==> src/rtl/s2ar_pkg.sv <==
// Overview of operation
// - Attribute byte: bit 0 even vtotal, bits 2:1 stereo, 6:3 reserved.
// - Async clocking sends computed M; M readback stays untouched.
// - Async clocking sends derived N; N readback stays untouched.
// - Transfer-unit size reads 64 after reset.
// - Transfer-unit size bit 0 ignores writes, size always even.
// - Pixel width code 1, 2 or 4 selects pixels per clock.
// - Lane word count sets the internal words counted per line.
package s2ar_pkg;

	// ****************************************
	// Register map
	// ****************************************
	localparam int ADDR_W = 12;
	localparam logic [11:0] MISC_ATTR_OFS = 12'h528;
	localparam logic [11:0] RATIO_M_OFS = 12'h52c;
	localparam logic [11:0] TU_LEN_OFS = 12'h530;
	localparam logic [11:0] RATIO_N_OFS = 12'h534;
	localparam logic [11:0] PIX_LANES_OFS = 12'h538;
	localparam logic [11:0] LANE_WORDS_OFS = 12'h53c;

	// ****************************************
	// Field layout
	// ****************************************
	localparam int MISC_EVEN_VT_BIT = 0;
	localparam int MISC_STEREO_LSB = 1;
	localparam int MISC_STEREO_MSB = 2;
	localparam int RATIO_MSB = 23;
	localparam int TU_MSB = 6;
	localparam int PIXW_MSB = 2;
	localparam int LANE_WORDS_MSB = 15;

	// ****************************************
	// Reset values and codes
	// ****************************************
	localparam logic [2:0] MISC_RESET = 3'h0;
	localparam logic [23:0] RATIO_RESET = 24'h000000;
	localparam logic [6:0] TU_RESET = 7'h40;
	localparam logic [2:0] PIXW_RESET = 3'h1;
	localparam logic [15:0] LANE_WORDS_RESET = 16'h0000;
	localparam logic [2:0] PIXW_ONE = 3'h1;
	localparam logic [2:0] PIXW_TWO = 3'h2;
	localparam logic [2:0] PIXW_FOUR = 3'h4;

	typedef enum logic [2:0] {
		SEL_NONE = 3'h0,
		SEL_MISC = 3'h1,
		SEL_M = 3'h2,
		SEL_TU = 3'h3,
		SEL_N = 3'h4,
		SEL_PIX = 3'h5,
		SEL_WORDS = 3'h6
	} s2ar_sel_t;

	// Configuration handed to the framing logic
	typedef struct packed {
		logic even_vtotal;
		logic [1:0] stereo;
		logic [23:0] m_ratio;
		logic [23:0] n_ratio;
		logic [6:0] tu_len;
		logic pix_one;
		logic pix_two;
		logic pix_four;
		logic [15:0] lane_words;
	} s2ar_cfg_t;

	typedef enum logic [1:0] {
		WC_IDLE = 2'b00,
		WC_RUN = 2'b01
	} s2ar_wc_st_t;

endpackage

==> src/rtl/s2ar_word_counter.sv <==
module s2ar_word_counter (
	input wire logic clk,
	input wire logic sys_rst,
	input wire logic line_start,
	input wire logic word_valid,
	input wire logic [15:0] last_index,
	output logic [15:0] word_index,
	output logic line_last
);

	// ****************************************
	// State
	// ****************************************
	typedef struct packed {
		s2ar_pkg::s2ar_wc_st_t state;
		logic [15:0] count;
		logic last;
	} s2ar_wc_t;

	localparam s2ar_wc_t WC_RESET = '{s2ar_pkg::WC_IDLE, 16'h0000, 1'b0};

	s2ar_wc_t st;
	s2ar_wc_t next_st;

	always_comb begin
		next_st = st;
		next_st.last = 1'b0;
		case (st.state)
			s2ar_pkg::WC_IDLE: begin
				if (line_start) begin
					next_st.state = s2ar_pkg::WC_RUN;
					next_st.count = 16'h0000;
				end
			end
			s2ar_pkg::WC_RUN: begin
				// A new line restarts the count even mid-line
				if (line_start) begin
					next_st.count = 16'h0000;
				end else if (word_valid) begin
					if (st.count == last_index) begin
						next_st.last = 1'b1;
						next_st.state = s2ar_pkg::WC_IDLE;
						next_st.count = 16'h0000;
					end else begin
						next_st.count = st.count + 16'h0001;
					end
				end
			end
			default: begin
				next_st = WC_RESET;
			end
		endcase
	end

	always_ff @(posedge clk or posedge sys_rst) begin
		if (sys_rst) begin
			st <= WC_RESET;
		end else begin
			st <= next_st;
		end
	end

	assign word_index = st.count;
	assign line_last = st.last;

	// ****************************************
	// Checks
	// ****************************************
	AST_LINE_LAST: assert property (@(posedge clk) disable iff (sys_rst)
		line_last |-> $past(st.count) == $past(last_index) && $past(word_valid))
		else $error("line end not at programmed word count");

	COV_LINE_END: cover property (@(posedge clk) disable iff (sys_rst)
		line_start ##[1:20] line_last);

endmodule

==> src/rtl/s2ar_regs.sv <==
module s2ar_regs (
	input wire logic clk,
	input wire logic sys_rst,
	input wire logic [11:0] reg_addr,
	input wire logic [31:0] reg_wdata,
	input wire logic reg_wr,
	input wire logic reg_rd,
	output logic [31:0] reg_rdata,
	input wire logic sync_clock_mode,
	input wire logic [23:0] async_m_value,
	input wire logic [23:0] async_n_value,
	input wire logic line_start,
	input wire logic word_valid,
	output s2ar_pkg::s2ar_cfg_t cfg,
	output logic [15:0] word_index,
	output logic line_last
);

	// ****************************************
	// Decoding helpers
	// ****************************************
	function automatic s2ar_pkg::s2ar_sel_t decode_addr(
		input logic [11:0] addr
	);
		s2ar_pkg::s2ar_sel_t sel;
		sel = s2ar_pkg::SEL_NONE;
		case (addr)
			s2ar_pkg::MISC_ATTR_OFS: sel = s2ar_pkg::SEL_MISC;
			s2ar_pkg::RATIO_M_OFS: sel = s2ar_pkg::SEL_M;
			s2ar_pkg::TU_LEN_OFS: sel = s2ar_pkg::SEL_TU;
			s2ar_pkg::RATIO_N_OFS: sel = s2ar_pkg::SEL_N;
			s2ar_pkg::PIX_LANES_OFS: sel = s2ar_pkg::SEL_PIX;
			s2ar_pkg::LANE_WORDS_OFS: sel = s2ar_pkg::SEL_WORDS;
			default: sel = s2ar_pkg::SEL_NONE;
		endcase
		return sel;
	endfunction

	// Returns one, two, four pixel select bits; other codes select none
	function automatic logic [2:0] decode_pix(input logic [2:0] code);
		logic [2:0] sel;
		sel = 3'h0;
		case (code)
			s2ar_pkg::PIXW_ONE: sel = 3'h1;
			s2ar_pkg::PIXW_TWO: sel = 3'h2;
			s2ar_pkg::PIXW_FOUR: sel = 3'h4;
			default: sel = 3'h0;
		endcase
		return sel;
	endfunction

	// ****************************************
	// State
	// ****************************************
	typedef struct packed {
		logic [2:0] misc;
		logic [23:0] m_ratio;
		logic [23:0] n_ratio;
		logic [6:1] tu_hi;
		logic [2:0] pix_width;
		logic [15:0] lane_words;
		logic [31:0] rdata;
		s2ar_pkg::s2ar_cfg_t cfg;
	} s2ar_state_t;

	localparam s2ar_pkg::s2ar_cfg_t CFG_RESET = '{
		s2ar_pkg::MISC_RESET[s2ar_pkg::MISC_EVEN_VT_BIT],
		s2ar_pkg::MISC_RESET[s2ar_pkg::MISC_STEREO_MSB:
			s2ar_pkg::MISC_STEREO_LSB],
		s2ar_pkg::RATIO_RESET,
		s2ar_pkg::RATIO_RESET,
		s2ar_pkg::TU_RESET,
		1'b1,
		1'b0,
		1'b0,
		s2ar_pkg::LANE_WORDS_RESET
	};

	localparam s2ar_state_t REG_RESET = '{
		s2ar_pkg::MISC_RESET,
		s2ar_pkg::RATIO_RESET,
		s2ar_pkg::RATIO_RESET,
		s2ar_pkg::TU_RESET[6:1],
		s2ar_pkg::PIXW_RESET,
		s2ar_pkg::LANE_WORDS_RESET,
		32'h00000000,
		CFG_RESET
	};

	s2ar_state_t st;
	s2ar_state_t next_st;
	s2ar_pkg::s2ar_sel_t wr_sel;
	s2ar_pkg::s2ar_sel_t rd_sel;
	logic [2:0] pix_sel;

	assign wr_sel = decode_addr(reg_addr);
	assign rd_sel = decode_addr(reg_addr);
	assign pix_sel = decode_pix(st.pix_width);

	// ****************************************
	// Register file and framing outputs
	// ****************************************
	always_comb begin
		next_st = st;
		// Read data stand for one cycle only
		next_st.rdata = 32'h00000000;
		if (reg_wr) begin
			case (wr_sel)
				s2ar_pkg::SEL_MISC: begin
					// Reserved bits 6:3 and bit 7 are not stored
					next_st.misc = reg_wdata[2:0];
				end
				s2ar_pkg::SEL_M: begin
					next_st.m_ratio = reg_wdata[s2ar_pkg::RATIO_MSB:0];
				end
				s2ar_pkg::SEL_TU: begin
					// Bit 0 has no storage, keeping the size even
					next_st.tu_hi = reg_wdata[s2ar_pkg::TU_MSB:1];
				end
				s2ar_pkg::SEL_N: begin
					next_st.n_ratio = reg_wdata[s2ar_pkg::RATIO_MSB:0];
				end
				s2ar_pkg::SEL_PIX: begin
					next_st.pix_width = reg_wdata[s2ar_pkg::PIXW_MSB:0];
				end
				s2ar_pkg::SEL_WORDS: begin
					next_st.lane_words =
						reg_wdata[s2ar_pkg::LANE_WORDS_MSB:0];
				end
				default: begin
					next_st.misc = st.misc;
				end
			endcase
		end
		if (reg_rd) begin
			case (rd_sel)
				s2ar_pkg::SEL_MISC: next_st.rdata = {29'h0, st.misc};
				s2ar_pkg::SEL_M: next_st.rdata = {8'h00, st.m_ratio};
				s2ar_pkg::SEL_TU: next_st.rdata = {25'h0, st.tu_hi, 1'b0};
				s2ar_pkg::SEL_N: next_st.rdata = {8'h00, st.n_ratio};
				s2ar_pkg::SEL_PIX: next_st.rdata = {29'h0, st.pix_width};
				s2ar_pkg::SEL_WORDS: next_st.rdata = {16'h0, st.lane_words};
				default: next_st.rdata = 32'h00000000;
			endcase
		end
		next_st.cfg.even_vtotal = st.misc[s2ar_pkg::MISC_EVEN_VT_BIT];
		next_st.cfg.stereo =
			st.misc[s2ar_pkg::MISC_STEREO_MSB:s2ar_pkg::MISC_STEREO_LSB];
		// Computed ratios go to the stream, never to the registers
		if (sync_clock_mode) begin
			next_st.cfg.m_ratio = st.m_ratio;
			next_st.cfg.n_ratio = st.n_ratio;
		end else begin
			next_st.cfg.m_ratio = async_m_value;
			next_st.cfg.n_ratio = async_n_value;
		end
		next_st.cfg.tu_len = {st.tu_hi, 1'b0};
		// Unknown width codes select no input width at all
		next_st.cfg.pix_one = pix_sel[0];
		next_st.cfg.pix_two = pix_sel[1];
		next_st.cfg.pix_four = pix_sel[2];
		next_st.cfg.lane_words = st.lane_words;
	end

	always_ff @(posedge clk or posedge sys_rst) begin
		if (sys_rst) begin
			st <= REG_RESET;
		end else begin
			st <= next_st;
		end
	end

	assign reg_rdata = st.rdata;
	assign cfg = st.cfg;

	// ****************************************
	// Per-line word counting
	// ****************************************
	s2ar_word_counter u_word_counter (
		.clk(clk),
		.sys_rst(sys_rst),
		.line_start(line_start),
		.word_valid(word_valid),
		.last_index(st.lane_words),
		.word_index(word_index),
		.line_last(line_last)
	);

	// ****************************************
	// Checks
	// ****************************************
	logic tu_written;

	always_ff @(posedge clk or posedge sys_rst) begin
		if (sys_rst) begin
			tu_written <= 1'b0;
		end else if (reg_wr && wr_sel == s2ar_pkg::SEL_TU) begin
			tu_written <= 1'b1;
		end
	end

	AST_MISC_LAYOUT: assert property (@(posedge clk)
		disable iff (sys_rst)
		reg_wr && wr_sel == s2ar_pkg::SEL_MISC ##1 1'b1 ##1 1'b1 |->
		cfg.even_vtotal == $past(reg_wdata[0], 2) &&
		cfg.stereo == $past(reg_wdata[2:1], 2))
		else $error("attribute byte fields misplaced");

	// Release edge still resets cfg, so no ratio is expected there
	AST_M_ASYNC: assert property (@(posedge clk) disable iff (sys_rst)
		!sys_rst && !sync_clock_mode ##1 1'b1 |->
		cfg.m_ratio == $past(async_m_value))
		else $error("computed M not sent in async mode");

	AST_M_READBACK: assert property (@(posedge clk) disable iff (sys_rst)
		reg_rd && rd_sel == s2ar_pkg::SEL_M && !sync_clock_mode |=>
		reg_rdata == {8'h00, $past(st.m_ratio)})
		else $error("M readback shows computed value");

	AST_N_ASYNC: assert property (@(posedge clk) disable iff (sys_rst)
		!sys_rst && !sync_clock_mode && !reg_wr ##1 !sync_clock_mode |->
		cfg.n_ratio == $past(async_n_value) && st.n_ratio == $past(st.n_ratio))
		else $error("derived N handled wrongly");

	AST_TU_RESET: assert property (@(posedge clk) disable iff (sys_rst)
		!tu_written && !$past(tu_written) |-> cfg.tu_len == s2ar_pkg::TU_RESET)
		else $error("transfer unit size not 64 after reset");

	AST_TU_EVEN: assert property (@(posedge clk) disable iff (sys_rst)
		reg_wr && wr_sel == s2ar_pkg::SEL_TU ##1 !reg_wr ##1 1'b1 |->
		cfg.tu_len == {$past(reg_wdata[6:1], 2), 1'b0})
		else $error("transfer unit size bit 0 written");

	AST_PIX_DECODE: assert property (@(posedge clk) disable iff (sys_rst)
		##1 1'b1 |-> cfg.pix_four == ($past(st.pix_width) == 3'h4) &&
		cfg.pix_two == ($past(st.pix_width) == 3'h2) &&
		cfg.pix_one == ($past(st.pix_width) == 3'h1))
		else $error("pixel width decode wrong");

	AST_RDATA_ONE_CYCLE: assert property (@(posedge clk)
		disable iff (sys_rst)
		!reg_rd || rd_sel == s2ar_pkg::SEL_NONE |=> reg_rdata == 32'h0)
		else $error("read data outside a mapped read");

	AST_RSV_ZERO: assert property (@(posedge clk) disable iff (sys_rst)
		reg_rd && rd_sel == s2ar_pkg::SEL_MISC |=> reg_rdata[31:3] == 29'h0)
		else $error("reserved attribute bits read nonzero");

	AST_PIX_RSV_ZERO: assert property (@(posedge clk)
		disable iff (sys_rst)
		reg_rd && rd_sel == s2ar_pkg::SEL_PIX |=> reg_rdata[31:3] == 29'h0)
		else $error("unused pixel width bits read nonzero");

	AST_WORDS_RSV_ZERO: assert property (@(posedge clk)
		disable iff (sys_rst)
		reg_rd && rd_sel == s2ar_pkg::SEL_WORDS |=>
		reg_rdata[31:16] == 16'h0)
		else $error("unused word count bits read nonzero");

	AST_RATIO_RSV_ZERO: assert property (@(posedge clk)
		disable iff (sys_rst)
		reg_rd &&
		(rd_sel == s2ar_pkg::SEL_M || rd_sel == s2ar_pkg::SEL_N) |=>
		reg_rdata[31:24] == 8'h00)
		else $error("unused ratio bits read nonzero");

	AST_TU_READ_EVEN: assert property (@(posedge clk)
		disable iff (sys_rst)
		reg_rd && rd_sel == s2ar_pkg::SEL_TU |=>
		reg_rdata[0] == 1'b0 && reg_rdata[31:7] == 25'h0)
		else $error("transfer unit size read odd or wide");

	AST_N_READBACK: assert property (@(posedge clk)
		disable iff (sys_rst)
		reg_rd && rd_sel == s2ar_pkg::SEL_N && !sync_clock_mode |=>
		reg_rdata == {8'h00, $past(st.n_ratio)})
		else $error("N readback shows derived value");

	// Only a software write may move the stored ratios
	AST_M_HOLD: assert property (@(posedge clk)
		disable iff (sys_rst)
		!(reg_wr && wr_sel == s2ar_pkg::SEL_M) |=>
		st.m_ratio == $past(st.m_ratio))
		else $error("M register changed without a write");

	AST_N_HOLD: assert property (@(posedge clk)
		disable iff (sys_rst)
		!(reg_wr && wr_sel == s2ar_pkg::SEL_N) |=>
		st.n_ratio == $past(st.n_ratio))
		else $error("N register changed without a write");

	AST_UNMAPPED_WRITE: assert property (@(posedge clk)
		disable iff (sys_rst)
		reg_wr && wr_sel == s2ar_pkg::SEL_NONE |=>
		st.misc == $past(st.misc) &&
		st.tu_hi == $past(st.tu_hi) &&
		st.m_ratio == $past(st.m_ratio) &&
		st.n_ratio == $past(st.n_ratio) &&
		st.pix_width == $past(st.pix_width) &&
		st.lane_words == $past(st.lane_words))
		else $error("unmapped write changed a register");

	AST_LANE_WORDS_CFG: assert property (@(posedge clk)
		disable iff (sys_rst)
		##1 1'b1 |-> cfg.lane_words == $past(st.lane_words))
		else $error("lane word count not passed on");

	// Width selects must never fight each other
	AST_PIX_ONEHOT: assert property (@(posedge clk)
		disable iff (sys_rst)
		$onehot0({cfg.pix_four, cfg.pix_two, cfg.pix_one}))
		else $error("more than one pixel width selected");

	COV_TU_WRITE: cover property (@(posedge clk) disable iff (sys_rst)
		reg_wr && wr_sel == s2ar_pkg::SEL_TU ##2 reg_rd);

	COV_ASYNC: cover property (@(posedge clk) disable iff (sys_rst)
		!sync_clock_mode && reg_rd && rd_sel == s2ar_pkg::SEL_N);

	COV_QUAD: cover property (@(posedge clk) disable iff (sys_rst)
		cfg.pix_four);

endmodule

==> config.mk <==
export PLATFORM = sky130hd
export DESIGN_NAME = s2ar_regs
export DESIGN_NICKNAME = d
export VERILOG_FILES = /design/src/rtl/s2ar_pkg.sv /design/src/rtl/s2ar_word_counter.sv /design/src/rtl/s2ar_regs.sv
export SDC_FILE = /design/constraint.sdc
export NUM_CORES = 1
export LEC_CHECK = 0
export ABC_CLOCK_PERIOD_IN_PS = 6750
export BUFFER_PORTS_ARGS = -buffer_cell sky130_fd_sc_hd__clkbuf_2
export CAP_MARGIN = 40
export CORE_UTILIZATION = 45
export CTS_CLUSTER_DIAMETER = 50
export DETAILED_ROUTE_END_ITERATION = 8
export PLACE_DENSITY = 0.72
export SETUP_SLACK_MARGIN = 0.5
export SYNTH_ARGS = -nofsm -noshare
export SYNTH_HDL_FRONTEND = slang
export SYNTH_HIERARCHICAL = 1
export SYNTH_SLANG_ARGS = --single-unit
==> constraint.sdc <==
create_clock -name clk -period 6.75 [get_ports clk]
set_input_delay 1.35 -clock clk [delete_from_list [all_inputs] [get_ports clk]]
set_output_delay 1.35 -clock clk [all_outputs]
set_load 0.005 [all_outputs]
==> summary.txt <==
Setup path
  • Critical path fanouts, max: 15
  • Slowest cell delay on critical path: 0.63 ns
  • Crit path capture type: register
  • Critical path buffers and inverters: 2
  • CP delay by family, top: simple AND/OR/NAND/NOR gates
  • Critical path cell sequence: clkbuf_2 > or3b_1 > nor3_2 > nor2b_4 > buf_16 > mux2_2
  • Arr. time, crit path: 3.73 ns
  • Crit start category: primary input
  • Critical Path Slowest Stage Cell: nor3_2
  • Kind of critical path: in -> reg
  • Worst endpoint required time: 7.07 ns

STA
  • Final hold violation count: 0
  • Clock Skew: 0.0153 ns
  • Slew headroom: 49.9%
  • Fin Setup TNS: 0 ns
  • Endpoints failing setup: 0
  • Crit share post-route: 50.6%
  • Slew @ Worst Pin: 0.752 ns
  • Unrepaired setup endpoints after global routing: false
  • Pins Over Slew Limit: 0
  • Fmax: 0.293 GHz
  • Worst setup margin: 3.33 ns
  • Final min period: 3.42 ns

Yosys
  • Yosys top cell area share: 53.6%
  • Flops & latches, synth: 194
  • Cells after Synth: 688
  • YS warnings: 6
  • Top-count cell post-synth: dfrtp_1
  • Most used flip-flop cell after synthesis: dfrtp_1
  • Most frequent cells after synthesis: dfrtp_1, mux2_2, buf_4
  • Post-synthesis sequential area ratio: 54.7%
  • Netlist Area Pre-Place: 8880 sq um
  • Post-Syn Area per Cell: 12.9 sq um
  • Distinct cell type count after synthesis: 53
  • Area contributors post-synth: dfrtp_1, mux2_2, buf_4
  • Post-synth EDFFs: 0
  • Area leader, netlist: dfrtp_1
  • Post-synth ARST share: 100%

GRT
  • Antenna violations before repair: 0
  • First-pass GRT wire length: 30100 um
  • Remaining Overflow, GRT: 0
  • Vias in the first global route: 5324
  • Largest net degree at the start of global routing: 63
  • Global Route Usage Sum: 19.9%

Clock network
  • CTS tree: built
  • Worst skew pair latency: 0.44 ns
  • Num CTS Buffers: 17
  • CTS H-tree depth: 4
  • # Post-CTS Setup Buffers: 0
  • CTS clk-pin slew, worst paths: 0.07 ns
  • PostCTS Resize Cnt: 0
  • CTS Hold Bufs: 0
  • CTS Root Cell: clkbuf_16
  • Clock Path Buffers: 2
  • Clock sinks: 194

Die
  • Core area: 19400 sq um
  • Die ar.: 20300 sq um
  • Die Height: 142 um
  • # rows: 51
  • Ports: 225
  • Initial Utilization: 45.8%
  • Width of the die: 142 um

Routing
  • Iter 0 DRT Violations: 338
  • Met2 WL: 9360 um
  • Initial DRT Pass Iterations: 5
  • Met3 wire len: 1180 um
  • Highest metal used: met4
  • M1 WL: 8490 um
  • Final wirelength: 19400 um
  • DR vias/cell: 5.09
  • Routed Antenna Nets: 0
  • DRC: 0
  • Wire per inst: 18.4 um
  • DR vias: 5361

Pwr
  • Pwr per Cell Area: 234 nW/um^2
  • Max VDD drop: 0.180 mV
  • P_leak: 0.00505 uW

Final layout
  • Total Nets Final: 876
  • Layout cells sized above 1: 51.7%
  • Area growth, synth to finish: 11.0%
  • Post-route cell area: 9860 sq um
  • Diodes inserted: 0

Placement
  • Placement Setup Slack: 2.89 ns
  • Port bufs: 207
  • Hpwl dp: 13700 um
  • RD Place Congestion: 0.817
  • Area of placed instances: 9280 sq um

Worst hold path
  • Type of the worst min-delay path: reg -> reg

Run
  • Maxcap violations: 0

Run status
  • Status: complete, no violations
-- final timing paths --
path / startpoint / end / slack [ns] / cells after the start
max reg2reg: u_word_counter/word_index[6]$_DFFE_PP0P_ / u_word_counter/word_index[10]$_DFFE_PP0P_ / 4.34 / 5
max: reg_addr[7] / st[154]$_DFFE_PP0P_ / 3.33 / 6
min in group asynchronous: sys_rst / cfg[31]$_DFF_PP0_ / 0.98 / 2
min: next_st[25]$_DFFE_PP1P_ / cfg[25]$_DFF_PP1_ / 0.38 / 0
max in group asynchronous: sys_rst / cfg[22]$_DFF_PP0_ / 4.58 / 3
min reg2reg: next_st[25]$_DFFE_PP1P_ / cfg[25]$_DFF_PP1_ / 0.38 / 0
-- cell type report --
cell class                      instances  area (sq um)
Sequential cell                       194          4860
Clock buffer                           17           425
Clock inverter                         15           149
Inverter                                8          35.0
Fill cell                            1760          9540
Tap cell                              265           332
Multi-Input combinational cell        336          2900
Timing Repair Buffer                  219          1150
-- metal layers --
metal	track usage [%]	up-vias
met5	0	-
met4	7.70	0
met3	4.85	26
met2	31.3	200
met1	26.6	2681
li1	-	2454
-- sequential cells by signal (all words and copies together) (netlist names) --
| name | cells |
|---|---|
| u_word_counter/st | 1 |
| cfg | 76 |
| u_word_counter/word_index | 16 |
| reg_rdata | 24 |
| u_word_counter/line_last | 1 |
| next_st | 25 |
| st | 51 |
-- power breakdown --
group          leakage, uW  internal, uW  switching, uW  total [uW]
combinational      0.00214          55.9           75.2         131
sequential         0.00264          1180           6.84        1190
clock             0.000274           518            470         988
total              0.00505          1750            552        2310
-- placed cells by master, fill, tap and decap left out, drive strengths merged, types with 3 or more instances in the layout --
cell,instances
nor3,4
buf,12
nor3b,4
nor4,5
a31oi,9
o21ai,6
o311ai,3
conb,9
a21oi,4
nand3b,4
a22o,4
a22oi,11
nand4,9
dfrtp,190
nand3,7
nand2b,4
clkinvlp,3
a32oi,13
dfstp,4
xor2,18
mux2i,5
and2,6
clkinv,6
clkbuf,224
nand2,22
mux2,137
inv,13
nor2,29
-- kinds of logic (layout without fill, tap and decap cells) --
kind of cell | Yosys count | in the layout | share of synthesized area [%]
flip-flops | 194 | 194 | 54.7
XOR/XNOR | 18 | 18 | 1.78
AO/OA/AOI/OAI | 58 | 58 | 4.85
AND/OR/NAND/NOR | 106 | 106 | 6.86
other | 1 | 9 | 0.0422
buffers and inverters | 166 | 259 | 13.1
adder cells (fa/ha/maj) | 1 | 1 | 0.141
multiplexers | 144 | 144 | 18.4
-- stage by stage --
step	power [uW]	hold WS, ns	utilization (%)	instances
after floorplan	1300	0.359	-	696
after global placement	1340	0.371	47.6	1019
after detailed placement	1340	0.375	47.8	1022
after CTS	2330	0.384	50.8	1054
after global routing	2390	0.390	50.8	1054
final	2310	0.383	50.8	1054
Power figures use the tool's default switching activity.
